<file path="config.mk">
export PLATFORM = sky130hd
export DESIGN_NAME = qxr_flash_cmd
export DESIGN_NICKNAME = d
export VERILOG_FILES = /design/src/qxr_pkg.sv /design/src/qxr_flash_cmd.sv
export SDC_FILE = /design/constraint.sdc
export NUM_CORES = 1
export LEC_CHECK = 0
export BUFFER_PORTS_ARGS = -buffer_cell sky130_fd_sc_hd__buf_4
export CAP_MARGIN = 5
export CELL_PAD_IN_SITES_DETAIL_PLACEMENT = 0
export CELL_PAD_IN_SITES_GLOBAL_PLACEMENT = 1
export CORE_MARGIN = 8
export CORE_UTILIZATION = 35
export DETAILED_ROUTE_END_ITERATION = 8
export GPL_ROUTABILITY_DRIVEN = 0
export HOLD_SLACK_MARGIN = 0.06
export PLACE_DENSITY_LB_ADDON = 0.1
export SYNTH_ARGS = -nofsm -noshare
export SYNTH_HDL_FRONTEND = slang
export SYNTH_SLANG_ARGS = --single-unit
</file>
<file path="constraint.sdc">
create_clock -name I_CLK -period 7.4 [get_ports I_CLK]
set_input_delay 0.74 -clock I_CLK [delete_from_list [all_inputs] [get_ports I_CLK]]
set_output_delay 0.74 -clock I_CLK [all_outputs]
set_load 0.05 [all_outputs]
</file>
<file path="src/qxr_pkg.sv">
// Purpose: constants, types and reset values for the serial flash register-command and execute-in-place block
// Assumes: 125 MHz system clock samples the serial link; software reaches registers over APB
// Notes: opcodes and configuration field codes are local encodings
// =====================================================================
package qxr_pkg;
  // =====================================================================
  // opcodes
  localparam logic [7:0] OP_FAST_RD = 8'h0b;
  localparam logic [7:0] OP_DUAL_RD = 8'h3b;
  localparam logic [7:0] OP_QUAD_RD = 8'heb;
  localparam logic [7:0] OP_SR_RD = 8'h41;
  localparam logic [7:0] OP_SR_WR = 8'h42;
  localparam logic [7:0] OP_LK_RD = 8'h43;
  localparam logic [7:0] OP_LK_WR = 8'h44;
  localparam logic [7:0] OP_FL_RD = 8'h45;
  localparam logic [7:0] OP_FL_CLR = 8'h46;
  localparam logic [7:0] OP_NV_RD = 8'h47;
  localparam logic [7:0] OP_NV_WR = 8'h48;
  localparam logic [7:0] OP_VC_RD = 8'h49;
  localparam logic [7:0] OP_VC_WR = 8'h4a;
  localparam logic [7:0] OP_EC_RD = 8'h4b;
  localparam logic [7:0] OP_EC_WR = 8'h4c;
  localparam logic [7:0] OP_WEN = 8'h4d;
  localparam logic [7:0] OP_WDIS = 8'h4e;
  // =====================================================================
  // protocols, fields, timing
  localparam logic [1:0] PROTO_EXT = 2'h0;
  localparam logic [1:0] PROTO_DUAL = 2'h1;
  localparam logic [1:0] PROTO_QUAD = 2'h2;
  localparam int unsigned DUMMY_CYC_DEF = 8;
  localparam int unsigned VC_XIP_BIT = 3;
  localparam int unsigned NV_FPOR_BIT = 5;
  localparam int unsigned SR_WDIS_BIT = 7;
  localparam logic [2:0] NV_XIP_SINGLE = 3'h1;
  localparam logic [2:0] NV_XIP_DUAL = 3'h2;
  localparam logic [2:0] NV_XIP_QUAD = 3'h4;
  localparam logic [7:0] FL_ERR_MASK = 8'h3a;
  localparam logic [4:0] RESC_LEN0 = 5'h07;
  localparam logic [4:0] RESC_LEN1 = 5'h0d;
  localparam logic [4:0] RESC_LEN2 = 5'h19;
  localparam logic [15:0] NVCFG_RST = 16'hffdf;
  localparam logic [7:0] VCFG_RST = 8'hfb;
  localparam logic [7:0] EVCFG_RST = 8'hff;
  // =====================================================================
  // apb map
  localparam logic [7:0] A_CTRL = 8'h00;
  localparam logic [7:0] A_STAT = 8'h04;
  localparam logic [7:0] A_SR = 8'h08;
  localparam logic [7:0] A_FLAG = 8'h0c;
  localparam logic [7:0] A_LOCK = 8'h10;
  localparam logic [7:0] A_NVCFG = 8'h14;
  localparam logic [7:0] A_VCFG = 8'h18;
  localparam logic [7:0] A_EVCFG = 8'h1c;
  localparam logic [7:0] A_DATA = 8'h20;
  localparam logic [7:0] A_ADDR = 8'h24;
  localparam int unsigned CTRL_BASIC_BIT = 2;
  localparam int unsigned CTRL_POR_BIT = 3;
  // =====================================================================
  // types
  typedef enum logic [5:0] {
    ST_CMD = 6'h01, ST_ADDR = 6'h02, ST_DUMMY = 6'h04,
    ST_DIN = 6'h08, ST_OUT = 6'h10, ST_IGN = 6'h20
  } qxr_fsm_t;

  typedef struct packed {
    logic [2:0] sb_sync;
    logic [2:0] sc_sync;
    logic [3:0] dq_s1;
    logic [3:0] dq_s2;
    logic [1:0] wp_sync;
    qxr_fsm_t st;
    logic [7:0] opc;
    logic [23:0] shreg;
    logic [4:0] bitcnt;
    logic [2:0] lines;
    logic din_done;
    logic [3:0] dcnt;
    logic [15:0] obuf;
    logic [3:0] ocnt;
    logic [3:0] dq_out;
    logic [3:0] dq_oe;
    logic write_enable_latch;
    logic hwprot;
    logic fast_por;
    logic execute_in_place_mode;
    logic [2:0] xip_lines;
    logic [7:0] sr;
    logic [7:0] flag;
    logic [7:0] lock;
    logic [15:0] nvcfg;
    logic [7:0] vcfg;
    logic [7:0] evcfg;
    logic [7:0] rdata;
    logic [23:0] addr;
    logic [1:0] proto;
    logic basic;
    logic [1:0] resc_stage;
    logic [4:0] resc_cnt;
    logic resc_hi;
    logic pready;
    logic [31:0] prdata;
    logic pslverr;
  } qxr_state_t;

  function automatic logic [2:0] xip_lines_of(input logic [2:0] code);
    case (code)
      NV_XIP_SINGLE: xip_lines_of = 3'h1;
      NV_XIP_DUAL: xip_lines_of = 3'h2;
      NV_XIP_QUAD: xip_lines_of = 3'h4;
      default: xip_lines_of = 3'h0;
    endcase
  endfunction

  localparam logic [2:0] XIP_LINES_RST = xip_lines_of(NVCFG_RST[11:9]);
  localparam qxr_state_t QXR_RST = '{default: '0, sb_sync: 3'h7, sc_sync: 3'h0, st: ST_CMD,
    lines: 3'h1, sr: 8'h00, nvcfg: NVCFG_RST, vcfg: VCFG_RST, evcfg: EVCFG_RST,
    execute_in_place_mode: (XIP_LINES_RST != 3'h0), xip_lines: XIP_LINES_RST, fast_por: NVCFG_RST[NV_FPOR_BIT],
    wp_sync: 2'h3, resc_hi: 1'b1};
endpackage

</file>
<file path="src/qxr_flash_cmd.sv">
// Purpose: device-side command interpreter for register commands and execute-in-place reads
// Assumes: serial clock, select and data lines are asynchronous; sampled by I_CLK, mode 0 framing
// Notes: APB answers after one wait state; all state but the reset synchroniser held in one struct
//
// Our own choices: the APB register port and the address map.
`timescale 1ns/100ps
module qxr_flash_cmd #(
  parameter int unsigned DUMMY_CYC = qxr_pkg::DUMMY_CYC_DEF
) (
  input wire logic I_CLK,
  input wire logic I_RST_B,
  input wire logic I_CE,
  input wire logic I_PSEL,
  input wire logic I_PENABLE,
  input wire logic I_PWRITE,
  input wire logic [7:0] I_PADDR,
  input wire logic [31:0] I_PWDATA,
  output logic [31:0] O_PRDATA,
  output logic O_PREADY,
  output logic O_PSLVERR,
  input wire logic I_S_B,
  input wire logic I_SCLK,
  input wire logic I_WP_B,
  input wire logic [3:0] I_DQ,
  output logic [3:0] O_DQ,
  output logic [3:0] O_DQ_OE
);
  // =====================================================================
  // parameter check
  if (DUMMY_CYC < 2 || DUMMY_CYC > 15) begin : g_bad_dummy
    $error("DUMMY_CYC must be 2..15");
  end

  // =====================================================================
  // reset release
  logic [1:0] rst_sync_ff;
  logic rst_b;
  always_ff @(posedge I_CLK or negedge I_RST_B) begin
    if (!I_RST_B) begin
      rst_sync_ff <= 2'h0;
    end else if (I_CE) begin
      rst_sync_ff <= {rst_sync_ff[0], 1'b1};
    end
  end
  assign rst_b = rst_sync_ff[1];

  // =====================================================================
  // link events
  qxr_pkg::qxr_state_t s_ff;
  qxr_pkg::qxr_state_t nxt_s;
  logic sc_rise, sc_fall, cs_fall, cs_rise, sel;
  logic apb_acc, apb_wr;
  logic ev_sr_wr, ev_lk_wr, ev_nv_wr, ev_vc_wr, ev_clf, ev_conf, ev_resc_done;
  logic [4:0] resc_len;

  assign sc_rise = s_ff.sc_sync[1] & ~s_ff.sc_sync[2];
  assign sc_fall = ~s_ff.sc_sync[1] & s_ff.sc_sync[2];
  assign cs_fall = ~s_ff.sb_sync[1] & s_ff.sb_sync[2];
  assign cs_rise = s_ff.sb_sync[1] & ~s_ff.sb_sync[2];
  assign sel = ~s_ff.sb_sync[1];
  assign apb_acc = I_PSEL & I_PENABLE;
  assign apb_wr = I_CE & apb_acc & I_PWRITE & s_ff.pready;
  assign ev_sr_wr = I_CE & cs_rise & s_ff.din_done & (s_ff.opc == qxr_pkg::OP_SR_WR);
  assign ev_lk_wr = I_CE & cs_rise & s_ff.din_done & (s_ff.opc == qxr_pkg::OP_LK_WR);
  assign ev_nv_wr = I_CE & cs_rise & s_ff.din_done & (s_ff.opc == qxr_pkg::OP_NV_WR);
  assign ev_vc_wr = I_CE & cs_rise & s_ff.din_done & (s_ff.opc == qxr_pkg::OP_VC_WR);
  assign ev_clf = I_CE & cs_rise & (s_ff.st == qxr_pkg::ST_IGN) & (s_ff.opc == qxr_pkg::OP_FL_CLR);
  assign ev_conf = I_CE & sel & sc_rise & (s_ff.st == qxr_pkg::ST_DUMMY) & (s_ff.dcnt == 4'h0);
  assign resc_len = (s_ff.resc_stage == 2'h0) ? qxr_pkg::RESC_LEN0 :
                    (s_ff.resc_stage == 2'h1) ? qxr_pkg::RESC_LEN1 : qxr_pkg::RESC_LEN2;
  assign ev_resc_done = I_CE & cs_rise & s_ff.resc_hi & (s_ff.resc_cnt == resc_len) & (s_ff.resc_stage == 2'h2);

  // =====================================================================
  // helpers
  function automatic logic [2:0] proto_lines(input logic [1:0] p);
    case (p)
      qxr_pkg::PROTO_QUAD: proto_lines = 3'h4;
      qxr_pkg::PROTO_DUAL: proto_lines = 3'h2;
      default: proto_lines = 3'h1;
    endcase
  endfunction

  function automatic logic [15:0] out_val(input qxr_pkg::qxr_state_t st);
    case (st.opc)
      qxr_pkg::OP_SR_RD: out_val = {2{st.sr[7:2], st.write_enable_latch, 1'b0}};
      qxr_pkg::OP_LK_RD: out_val = {2{st.lock}};
      qxr_pkg::OP_FL_RD: out_val = {2{st.flag}};
      qxr_pkg::OP_NV_RD: out_val = st.nvcfg;
      qxr_pkg::OP_VC_RD: out_val = {2{st.vcfg}};
      qxr_pkg::OP_EC_RD: out_val = {2{st.evcfg}};
      default: out_val = {2{st.rdata}};
    endcase
  endfunction

  function automatic logic is_fast(input logic [7:0] op);
    is_fast = (op == qxr_pkg::OP_FAST_RD) || (op == qxr_pkg::OP_DUAL_RD) || (op == qxr_pkg::OP_QUAD_RD);
  endfunction

  // =====================================================================
  // next state
  always_comb begin
    logic [23:0] sh;
    logic [4:0] bnext;
    logic [4:0] need;
    logic [3:0] onext;
    logic xip_en;
    sh = '0;
    bnext = '0;
    need = '0;
    onext = '0;
    xip_en = 1'b0;
    nxt_s = s_ff;
    nxt_s.sb_sync = {s_ff.sb_sync[1:0], I_S_B};
    nxt_s.sc_sync = {s_ff.sc_sync[1:0], I_SCLK};
    nxt_s.dq_s1 = I_DQ;
    nxt_s.dq_s2 = s_ff.dq_s1;
    nxt_s.wp_sync = {s_ff.wp_sync[0], I_WP_B};
    case (s_ff.lines)
      3'h4: sh = {s_ff.shreg[19:0], s_ff.dq_s2};
      3'h2: sh = {s_ff.shreg[21:0], s_ff.dq_s2[1:0]};
      default: sh = {s_ff.shreg[22:0], s_ff.dq_s2[0]};
    endcase
    bnext = s_ff.bitcnt + {2'h0, s_ff.lines};
    need = (s_ff.opc == qxr_pkg::OP_NV_WR) ? 5'h10 : 5'h08;
    xip_en = ~s_ff.vcfg[qxr_pkg::VC_XIP_BIT] | s_ff.basic;
    if (cs_fall) begin
      nxt_s.st = s_ff.execute_in_place_mode ? qxr_pkg::ST_ADDR : qxr_pkg::ST_CMD;
      nxt_s.opc = s_ff.execute_in_place_mode ? qxr_pkg::OP_FAST_RD : s_ff.opc;
      nxt_s.lines = s_ff.execute_in_place_mode ? s_ff.xip_lines : proto_lines(s_ff.proto);
      nxt_s.bitcnt = 5'h0;
      nxt_s.din_done = 1'b0;
      nxt_s.resc_cnt = 5'h0;
      nxt_s.resc_hi = 1'b1;
    end else if (sel && sc_rise) begin
      nxt_s.resc_cnt = (s_ff.resc_cnt == 5'h1f) ? s_ff.resc_cnt : s_ff.resc_cnt + 5'h1;
      nxt_s.resc_hi = s_ff.resc_hi & s_ff.dq_s2[0];
      case (s_ff.st)
        qxr_pkg::ST_CMD: begin
          nxt_s.shreg = sh;
          nxt_s.bitcnt = bnext;
          if (bnext == 5'h08) begin
            nxt_s.opc = sh[7:0];
            nxt_s.bitcnt = 5'h0;
            case (sh[7:0])
              qxr_pkg::OP_SR_RD, qxr_pkg::OP_FL_RD, qxr_pkg::OP_NV_RD, qxr_pkg::OP_VC_RD,
              qxr_pkg::OP_EC_RD: nxt_s.st = qxr_pkg::ST_OUT;
              qxr_pkg::OP_LK_RD, qxr_pkg::OP_LK_WR: nxt_s.st = qxr_pkg::ST_ADDR;
              qxr_pkg::OP_FAST_RD: nxt_s.st = qxr_pkg::ST_ADDR;
              qxr_pkg::OP_DUAL_RD: begin
                nxt_s.st = qxr_pkg::ST_ADDR;
                nxt_s.lines = (s_ff.proto == qxr_pkg::PROTO_EXT) ? 3'h2 : s_ff.lines;
              end
              qxr_pkg::OP_QUAD_RD: begin
                nxt_s.st = qxr_pkg::ST_ADDR;
                nxt_s.lines = (s_ff.proto == qxr_pkg::PROTO_EXT) ? 3'h4 : s_ff.lines;
              end
              qxr_pkg::OP_SR_WR, qxr_pkg::OP_NV_WR, qxr_pkg::OP_VC_WR,
              qxr_pkg::OP_EC_WR: nxt_s.st = qxr_pkg::ST_DIN;
              default: nxt_s.st = qxr_pkg::ST_IGN;
            endcase
            nxt_s.obuf = out_val('{default: '0, opc: sh[7:0], sr: s_ff.sr, write_enable_latch: s_ff.write_enable_latch, lock: s_ff.lock,
              flag: s_ff.flag, nvcfg: s_ff.nvcfg, vcfg: s_ff.vcfg, evcfg: s_ff.evcfg, rdata: s_ff.rdata,
              st: qxr_pkg::ST_CMD});
            nxt_s.ocnt = 4'h0;
          end
        end
        qxr_pkg::ST_ADDR: begin
          nxt_s.shreg = sh;
          nxt_s.bitcnt = bnext;
          if (bnext == 5'h18) begin
            nxt_s.addr = sh;
            nxt_s.bitcnt = 5'h0;
            nxt_s.dcnt = 4'h0;
            nxt_s.ocnt = 4'h0;
            nxt_s.obuf = out_val(s_ff);
            if (is_fast(s_ff.opc)) begin
              nxt_s.st = qxr_pkg::ST_DUMMY;
            end else if (s_ff.opc == qxr_pkg::OP_LK_WR) begin
              nxt_s.st = qxr_pkg::ST_DIN;
            end else begin
              nxt_s.st = qxr_pkg::ST_OUT;
            end
          end
        end
        qxr_pkg::ST_DUMMY: begin
          if (s_ff.dcnt == 4'h0) begin
            // only line zero carries the confirmation
            if (s_ff.dq_s2[0]) begin
              nxt_s.execute_in_place_mode = 1'b0;
            end else if (xip_en || s_ff.execute_in_place_mode) begin
              nxt_s.execute_in_place_mode = 1'b1;
              nxt_s.xip_lines = s_ff.lines;
            end
          end
          nxt_s.dcnt = s_ff.dcnt + 4'h1;
          if (s_ff.dcnt == 4'(DUMMY_CYC - 1)) begin
            nxt_s.st = qxr_pkg::ST_OUT;
            nxt_s.obuf = {2{s_ff.rdata}};
            nxt_s.ocnt = 4'h0;
          end
        end
        qxr_pkg::ST_DIN: begin
          nxt_s.shreg = sh;
          nxt_s.bitcnt = bnext;
          if (bnext == need) begin
            nxt_s.din_done = 1'b1;
            nxt_s.st = qxr_pkg::ST_IGN;
          end
        end
        qxr_pkg::ST_OUT, qxr_pkg::ST_IGN: begin
        end
        default: nxt_s.st = qxr_pkg::ST_IGN;
      endcase
    end
    // output shifter: new bits after each falling edge
    if (!sel || cs_rise) begin
      nxt_s.dq_oe = 4'h0;
    end else if (sc_fall && s_ff.st == qxr_pkg::ST_OUT) begin
      onext = s_ff.ocnt + {1'b0, s_ff.lines};
      case (s_ff.lines)
        3'h4: begin
          nxt_s.dq_out = s_ff.obuf[15:12];
          nxt_s.dq_oe = 4'hf;
          nxt_s.obuf = {s_ff.obuf[11:0], 4'h0};
        end
        3'h2: begin
          nxt_s.dq_out = {2'h0, s_ff.obuf[15:14]};
          nxt_s.dq_oe = 4'h3;
          nxt_s.obuf = {s_ff.obuf[13:0], 2'h0};
        end
        default: begin
          nxt_s.dq_out = {2'h0, s_ff.obuf[15], 1'b0};
          nxt_s.dq_oe = 4'h2;
          nxt_s.obuf = {s_ff.obuf[14:0], 1'b0};
        end
      endcase
      nxt_s.ocnt = onext;
      if (onext == 4'h0) begin
        nxt_s.obuf = out_val(s_ff);
      end
    end
    // frame end actions
    if (cs_rise) begin
      if (s_ff.st == qxr_pkg::ST_IGN && s_ff.opc == qxr_pkg::OP_WEN) begin
        nxt_s.write_enable_latch = 1'b1;
        nxt_s.fast_por = 1'b0;
      end
      if (s_ff.st == qxr_pkg::ST_IGN && s_ff.opc == qxr_pkg::OP_WDIS) begin
        nxt_s.write_enable_latch = 1'b0;
      end
      if (ev_clf) begin
        nxt_s.flag = s_ff.flag & ~qxr_pkg::FL_ERR_MASK;
      end
      if (ev_sr_wr && s_ff.write_enable_latch && !s_ff.hwprot) begin
        nxt_s.sr = {s_ff.shreg[7:2], 2'h0};
        nxt_s.write_enable_latch = 1'b0;
        if (s_ff.proto == qxr_pkg::PROTO_QUAD && s_ff.shreg[qxr_pkg::SR_WDIS_BIT]) begin
          nxt_s.hwprot = 1'b1;
        end
      end
      if (ev_lk_wr && s_ff.write_enable_latch) begin
        nxt_s.lock = s_ff.shreg[7:0];
        nxt_s.write_enable_latch = 1'b0;
      end
      if (ev_nv_wr && s_ff.write_enable_latch) begin
        nxt_s.nvcfg = s_ff.shreg[15:0];
        nxt_s.write_enable_latch = 1'b0;
      end
      if (ev_vc_wr && (s_ff.write_enable_latch || s_ff.fast_por)) begin
        nxt_s.vcfg = s_ff.shreg[7:0];
        nxt_s.write_enable_latch = 1'b0;
      end
      if (s_ff.din_done && s_ff.opc == qxr_pkg::OP_EC_WR && (s_ff.write_enable_latch || s_ff.fast_por)) begin
        nxt_s.evcfg = s_ff.shreg[7:0];
        nxt_s.write_enable_latch = 1'b0;
      end
      // rescue: consecutive selections of exact length with line zero high
      if (s_ff.resc_hi && s_ff.resc_cnt == resc_len) begin
        nxt_s.resc_stage = (s_ff.resc_stage == 2'h2) ? 2'h0 : s_ff.resc_stage + 2'h1;
        if (s_ff.resc_stage == 2'h2) begin
          nxt_s.execute_in_place_mode = 1'b0;
        end
      end else begin
        nxt_s.resc_stage = (s_ff.resc_hi && s_ff.resc_cnt == qxr_pkg::RESC_LEN0) ? 2'h1 : 2'h0;
      end
    end
    // =====================================================================
    // apb slave
    nxt_s.pready = 1'b0;
    nxt_s.pslverr = 1'b0;
    if (apb_acc && !s_ff.pready) begin
      nxt_s.pready = 1'b1;
      nxt_s.pslverr = 1'b0;
      case (I_PADDR)
        qxr_pkg::A_CTRL: nxt_s.prdata = {29'h0, s_ff.basic, s_ff.proto};
        qxr_pkg::A_STAT: nxt_s.prdata = {25'h0, s_ff.fast_por, s_ff.xip_lines, s_ff.execute_in_place_mode, s_ff.hwprot, s_ff.write_enable_latch};
        qxr_pkg::A_SR: nxt_s.prdata = {24'h0, s_ff.sr[7:2], s_ff.write_enable_latch, 1'b0};
        qxr_pkg::A_FLAG: nxt_s.prdata = {24'h0, s_ff.flag};
        qxr_pkg::A_LOCK: nxt_s.prdata = {24'h0, s_ff.lock};
        qxr_pkg::A_NVCFG: nxt_s.prdata = {16'h0, s_ff.nvcfg};
        qxr_pkg::A_VCFG: nxt_s.prdata = {24'h0, s_ff.vcfg};
        qxr_pkg::A_EVCFG: nxt_s.prdata = {24'h0, s_ff.evcfg};
        qxr_pkg::A_DATA: nxt_s.prdata = {24'h0, s_ff.rdata};
        qxr_pkg::A_ADDR: nxt_s.prdata = {8'h0, s_ff.addr};
        default: begin
          nxt_s.prdata = 32'h0;
          nxt_s.pslverr = 1'b1;
        end
      endcase
    end
    if (apb_acc && I_PWRITE && s_ff.pready) begin
      case (I_PADDR)
        qxr_pkg::A_CTRL: begin
          nxt_s.proto = I_PWDATA[1:0];
          nxt_s.basic = I_PWDATA[qxr_pkg::CTRL_BASIC_BIT];
          if (I_PWDATA[qxr_pkg::CTRL_POR_BIT]) begin
            // power-on sequence: volatile state back to defaults
            nxt_s.write_enable_latch = 1'b0;
            nxt_s.vcfg = qxr_pkg::VCFG_RST;
            nxt_s.evcfg = qxr_pkg::EVCFG_RST;
            nxt_s.fast_por = s_ff.nvcfg[qxr_pkg::NV_FPOR_BIT];
            nxt_s.xip_lines = qxr_pkg::xip_lines_of(s_ff.nvcfg[11:9]);
            nxt_s.execute_in_place_mode = (qxr_pkg::xip_lines_of(s_ff.nvcfg[11:9]) != 3'h0);
            nxt_s.lock = 8'h00;
          end
        end
        qxr_pkg::A_FLAG: nxt_s.flag = nxt_s.flag | I_PWDATA[7:0];
        qxr_pkg::A_DATA: nxt_s.rdata = I_PWDATA[7:0];
        default: begin
        end
      endcase
    end
    // single-line protocol: protection follows the pin again
    if (nxt_s.proto == qxr_pkg::PROTO_EXT) begin
      nxt_s.hwprot = nxt_s.sr[qxr_pkg::SR_WDIS_BIT] & ~s_ff.wp_sync[1];
    end
  end

  always_ff @(posedge I_CLK or negedge rst_b) begin
    if (!rst_b) begin
      s_ff <= qxr_pkg::QXR_RST;
    end else if (I_CE) begin
      s_ff <= nxt_s;
    end
  end

  assign O_PRDATA = s_ff.prdata;
  assign O_PREADY = s_ff.pready;
  assign O_PSLVERR = s_ff.pslverr;
  assign O_DQ = s_ff.dq_out;
  assign O_DQ_OE = s_ff.dq_oe;
endmodule // qxr_flash_cmd

</file>
* Word level (Yosys, flattened, before mapping)
Index checks and enable logic that the tools add are counted.
** Word-level totals
- Register bits :: 235
- Output and inout port bits :: 42
- Word-level logic and storage cells :: 308
** Operators by class
- $add $sub $neg :: 5
- Eq/ne operators :: 72
- Mux-type cells :: 99
- Bitwise gates (word level) :: 25
- Reductions and logical operators :: 68
** Operators with widths (number)
- 24-bit case mux with 10 select lines :: 1
- 8-bit by 7-bit equality test with 1-bit output (second input constant) :: 25
- 16-bit case mux with 6 select lines :: 2
- 8-bit two-way mux :: 11
- 29-bit case mux with 3 select lines :: 1
- 16-bit two-way mux :: 5
- 24-bit two-way mux :: 3
- 71-bit two-way mux :: 1
- 20-bit two-way mux :: 3
- 20-bit case mux with 3 select lines :: 1
- 56-bit two-way mux :: 1
- 24-bit case mux with 2 select lines :: 1
- 5-bit two-way mux :: 9
- 6-bit two-way mux :: 7
- 34-bit two-way mux :: 1
- 8-bit by 4-bit equality test with 1-bit output (second input constant) :: 4
- 8-bit by 5-bit equality test with 1-bit output (second input constant) :: 4
- 8-bit by 6-bit equality test with 1-bit output (second input constant) :: 4
- 16-bit case mux with 2 select lines :: 1
- 3-bit two-way mux :: 10
- 6-bit case mux with 5 select lines :: 1
- 14-bit two-way mux :: 2
- 28-bit two-way mux :: 1
- 4-bit two-way mux :: 7
- other kinds (56) :: 163

* Logic depth before layout (Yosys ltp)
- Word-level depth :: 16
- Gate-level depth with buffers :: 14

* Worst setup path before layout
Ideal clock, no wire load.
- Path type :: reg2reg
- From :: reg, netlist name rst_sync_ff[1]
- To :: reg rst_sync_ff[1]
- Arrival time :: 5.767 ns
- Slack :: 1.531 ns
- Stages on the path, launching flop included :: 2
- Path buffers :: 0
- Cell sequence :: dfrtp_1 mux2_2
** RTL lines
- end signal: assignment :: RTL line qxr_flash_cmd.sv:42 : rst_sync_ff <= {rst_sync_ff[0], 1'b1};
- end: declaration :: RTL line qxr_flash_cmd.sv:36 : logic [1:0] rst_sync_ff;

* Worst setup path after layout
- From :: reg s_ff[175] (netlist name)
- To :: reg s_ff[217] (netlist name)
** Between the ends
- Word-level cells in the longest chain between the ends :: 9
** Ends and longest elaborated chain
- start: declaration :: RTL line qxr_flash_cmd.sv:49 : qxr_pkg::qxr_state_t s_ff;
- start signal: assignment :: RTL line qxr_flash_cmd.sv:341 : s_ff <= qxr_pkg::QXR_RST;
- start signal: assignment :: RTL line qxr_flash_cmd.sv:343 : s_ff <= nxt_s;
- 3-bit by 2-bit equality test with 1-bit output / 3-bit equality test (equally long branches) :: RTL line qxr_flash_cmd.sv:118 : case (s_ff.lines)
- 24-bit case mux with 2 select lines :: RTL line qxr_flash_cmd.sv:118
- 8-bit equality test, or another cell as far along :: RTL line qxr_flash_cmd.sv:144 : case (sh[7:0])
- 5-bit OR reduction (no source line), or another cell as far along
- 6-bit case mux with 3 select lines :: RTL line qxr_flash_cmd.sv:144
- 14-bit two-way mux :: RTL line qxr_flash_cmd.sv:141 : if (bnext == 5'h08) begin
- 6-bit case mux with 5 select lines :: RTL line qxr_flash_cmd.sv:137 : case (s_ff.st)
- 71-bit two-way mux :: RTL line qxr_flash_cmd.sv:134 : end else if (sel && sc_rise) begin
- 14-bit two-way mux :: RTL line qxr_flash_cmd.sv:126 : if (cs_fall) begin
Several ways; a longest one is shown, not always the timed one. The select of a mux whose other input is x is not followed.
A chain may end at the register's enable or synchronous reset.

==> impl.org <==
** Routing
- DRC :: 0
- The first detailed-routing pass ran for 6 iterations.
- Detailed routing inserted a total of 12900 vias.
- Starting DRT DRC Count :: 1308
- Vias per cell :: 6.11
- After detailed routing, the average wire length per cell comes to 26.0 um.
- Summed over all layers, the routed wires come to 54900 um.
- The detail route stage leaves a number of antenna-violating nets equal to 0.

** Final layout
- Layout Utilization :: 0.398
- After the last flow step, the layout net total stands at 1633.
- Antenna fix cells :: 0
- In the final layout, the share of cells above drive strength 1 is 0.162.
- After the flow finishes, the layout carries non-filler instances totaling 2111.
- Area delta synth->final :: 12.4%

** Critical path
- Register-to-register setup slack :: 2.68 ns
- Of all nets on the critical path, the largest fanout is 33.
- The worst register-to-register path has a depth of 10.
- Endpoint kind of the worst setup timing path :: register
- The worst register-to-register path begins at s_ff[175].
- Startpoint kind of the worst setup timing path :: register
- Worst reg2reg path endpoint :: s_ff[217]
- Arrival time worst endpoint :: 5.18 ns
- Data on the critical path is required at its endpoint by 7.86 ns.
- The critical path in this run is classified as register to register.

** Worst hold path
- In this run the most critical hold path is launched from I_PWDATA[6].
- Class of the tightest hold or removal check :: input pin to register
- Depth of the worst hold-timing path :: 2
- For hold timing, the worst endpoint is s_ff[123].

** Clocking
- Counting every sink on the clock net gives 225.
- In this run the number of H-tree levels came out at 1.
- The tree is rooted in a clkbuf_16.
- At the later pin of the worst-skew pair, clock insertion delay measures 0.57 ns.
- The number of gates resized after CTS was 0.
- TritonCTS built the clock tree.
- Buffers added to address setup during post-CTS repair amount to 0.
- Total clock buffers created by CTS :: 28
- After clock tree synthesis, the clock-pin slew on the worst setup and hold paths is 0.06 ns.
- Clock Path Buffers :: 3
- Hold buffers post-CTS :: 1

** STA
- Setup violations remaining at the end of the flow were counted as 0.
- Across all setup checks in the final design, the least slack found is 2.68 ns.
- Final sum of negative setup slack :: 0 ns
- For the pin with the worst max-slew slack, the measured transition is 1.08 ns.
- RSZ-0062 raised after global routing :: no
- Dividing the final minimum period by the clock period gives 0.638.
- Setup clock skew after layout :: 0.0135 ns
- In this run the tightest slew margin relative to its limit is 0.277.
- Static timing analysis puts the maximum clock frequency at 212 MHz.
- Time the worst path needs with I/O delays and setup :: 4.72 ns
- Final number of max-transition violations :: 0
- Number of failing hold endpoints at the final stage :: 0

** Yosys
- Post-synthesis instance total :: 1585
- In this run, synthesis produced a sequential element count of 225.
- Main synth FF type :: dfrtp_1
- Share of synthesized flip-flops with an asynchronous set or reset :: 1.00
- Number of warning messages in the yosys log :: 0
- Each instance of the synthesized netlist takes up on average 8.85 um^2.
- Of the synthesized area, sequential elements account for 0.405.
- Number of flops mapped to enable cells by yosys :: 0
- Yosys cell types :: 92
- Cell Area, Synth :: 14000 um^2

** Placement
- Number of placed cells counting well taps :: 2059
- Timing analysis after detailed placement gives a worst setup slack of 2.78 ns.
- After legalization and detailed placement, the total HPWL measured 39400 um.
- During placement, the flow inserted port buffers numbering 62.

** Floorplanning
- Die area :: 46800 um^2
- The floorplan step set the die height to 216 um.
- Starting density of the core :: 0.354
- The initialized floorplan defines 73 standard-cell rows.
- The floorplan step set the die width to 216 um.
- Number of I/O pins :: 95
- Core Box Area :: 39600 um^2

** Power and ir drop
- Leakage power :: 6.54 nW
- In this run the power density over the cells is 235 nW/um^2.
- Maximum resistive drop on vdd :: 0.000176 V

** Run
- Max Cap Viol :: 0

** Global routing
- GR met1 Demand/Resource :: 0.320
- For this run, global-route usage on met2 was measured as 0.357.
- For met3 alone, demand over resource in global routing was 0.0354.
- The first global-routing pass estimated 83500 um of wire.
- Total congestion overflow after global routing :: 0
- Maximum number of pins on one net before global-route repair :: 77
- For this run, the total global-route usage over all layers was measured as 0.229.
- The global routing stage identified its most utilized layer as met2.
- The initial antenna violation count was 1.
- Number of global-route vias before repair :: 12500

** Run status
- The flow ran to the end, and the final reports show no timing, DRC or antenna violations.
==> metal layers <==
layer  wire [um]  up-vias
met3        3120      119
li1            -     5904
met5           0        -
met2       24500      470
met1       25000     6400
met4        2340        0
==> cells by family after synthesis <==
family	Yosys count	synth area share
compound gates	568	0.276
other cells	1	0.000267
mux	98	0.0747
flops	225	0.405
buf+inv	183	0.0605
simple gates	487	0.165
xor+xnor	8	0.00499
fa+ha+maj	15	0.0144
==> registers in the layout, indices dropped and copies added, names as in the netlist <==
name,flops
rst_sync_ff,2
O_PREADY,1
O_PRDATA,24
O_PSLVERR,1
s_ff,181
nxt_s,9
O_DQ_OE,3
O_DQ,4
==> final cells by class <==
type	instances	area, um^2
clock inverters	13	246
multi-input cells	1184	7540
repair buffers	97	731
clock buffers	38	800
inverters	29	109
well taps	525	657
flip-flops and latches	225	5680
fillers	4069	23900
==> where the power goes <==
| part | internal [mW] | switching, mW |
|---|---|---|
| logic | 0.227 | 0.445 |
| registers | 1.31 | 0.154 |
| clock network | 0.996 | 0.579 |
| total | 2.53 | 1.18 |
==> per-stage QoR <==
step / hold slack (ns) / power (mW) / cell area (um^2)
CTS: 0.368 / 3.73 / 15800
floorplan: 0.431 / 1.89 / 14100
finish: 0.382 / 3.71 / 15800
global placement: 0.438 / 2.14 / 14700
detailed placement: 0.437 / 2.14 / 14700
global route: 0.374 / 3.87 / 15800
==> how the worst max path moves through the flow <==
stage / start / endpoint / slack, ns
2_1_floorplan: rst_sync_ff[1] / O_DQ[0] / 0.72
3_3_place_gp: s_ff[175] / s_ff[216] / 2.77
3_5_place_dp: s_ff[175] / s_ff[217] / 2.78
4_1_cts: s_ff[175] / s_ff[214] / 2.74
5_1_grt: s_ff[175] / s_ff[214] / 2.51
6_report: s_ff[175] / s_ff[217] / 2.68
==> critical path, stage by stage, from the launching register on <==
cell and delay [ns]:
dfrtp_2 0.82, buf_4 0.40, ha_1 0.34, a21oi_1 0.26, a21boi_0 0.28, nor4_1 0.86
o21ai_1 0.24, a22o_1 0.51, a211oi_2 0.30, o21ai_2 0.19, mux2_1 0.37
==> cells in the mapped netlist, types with 15 or more instances <==
library cell / count / share of area
nand2_1: 196 / 0.052
dfrtp_1: 187 / 0.33
o21ai_0: 181 / 0.065
clkbuf_1: 95 / 0.025
nor2_1: 90 / 0.024
a21oi_1: 50 / 0.018
nand3_1: 49 / 0.017
mux2_2: 48 / 0.039
mux2i_1: 44 / 0.031
buf_4: 40 / 0.021
nor3_1: 39 / 0.014
dfstp_2: 38 / 0.071
o22ai_1: 36 / 0.016
o221ai_1: 33 / 0.021
a22o_1: 31 / 0.019
inv_1: 28 / 0.0075
a22oi_1: 23 / 0.012
a221oi_1: 20 / 0.012
a21o_1: 19 / 0.010
a31oi_1: 19 / 0.0085
o31ai_1: 16 / 0.0086
a211oi_1: 15 / 0.0080
and3_1: 15 / 0.0067
==> placed cells by master, fill, tap and decap left out, types with 7 or more instances in the layout <==
cell       count
o221ai_1      33
nor3_1        39
mux2_2        48
o21ai_1       11
a21o_1        19
nor4_1        10
o22ai_1       36
o2bb2ai_1      7
or3_1         10
nand2_1      196
dfstp_2       38
o211ai_1      13
mux2i_1       44
a221o_1        7
clkbuf_16     29
a31oi_1       19
nor2b_1        9
nand3_1       49
conb_1         8
a211oi_1      15
buf_4         96
a21oi_1       50
a22oi_1       23
ha_1          13
o31ai_1       16
nor2_1        88
inv_1         28
nand4_1       13
a221oi_1      20
nand2b_1      11
bufinv_16      7
o21ai_0      181
dfrtp_1      184
a22o_1        31
o21a_1        12
and3_1        15
(Power assumes the default switching activity.)
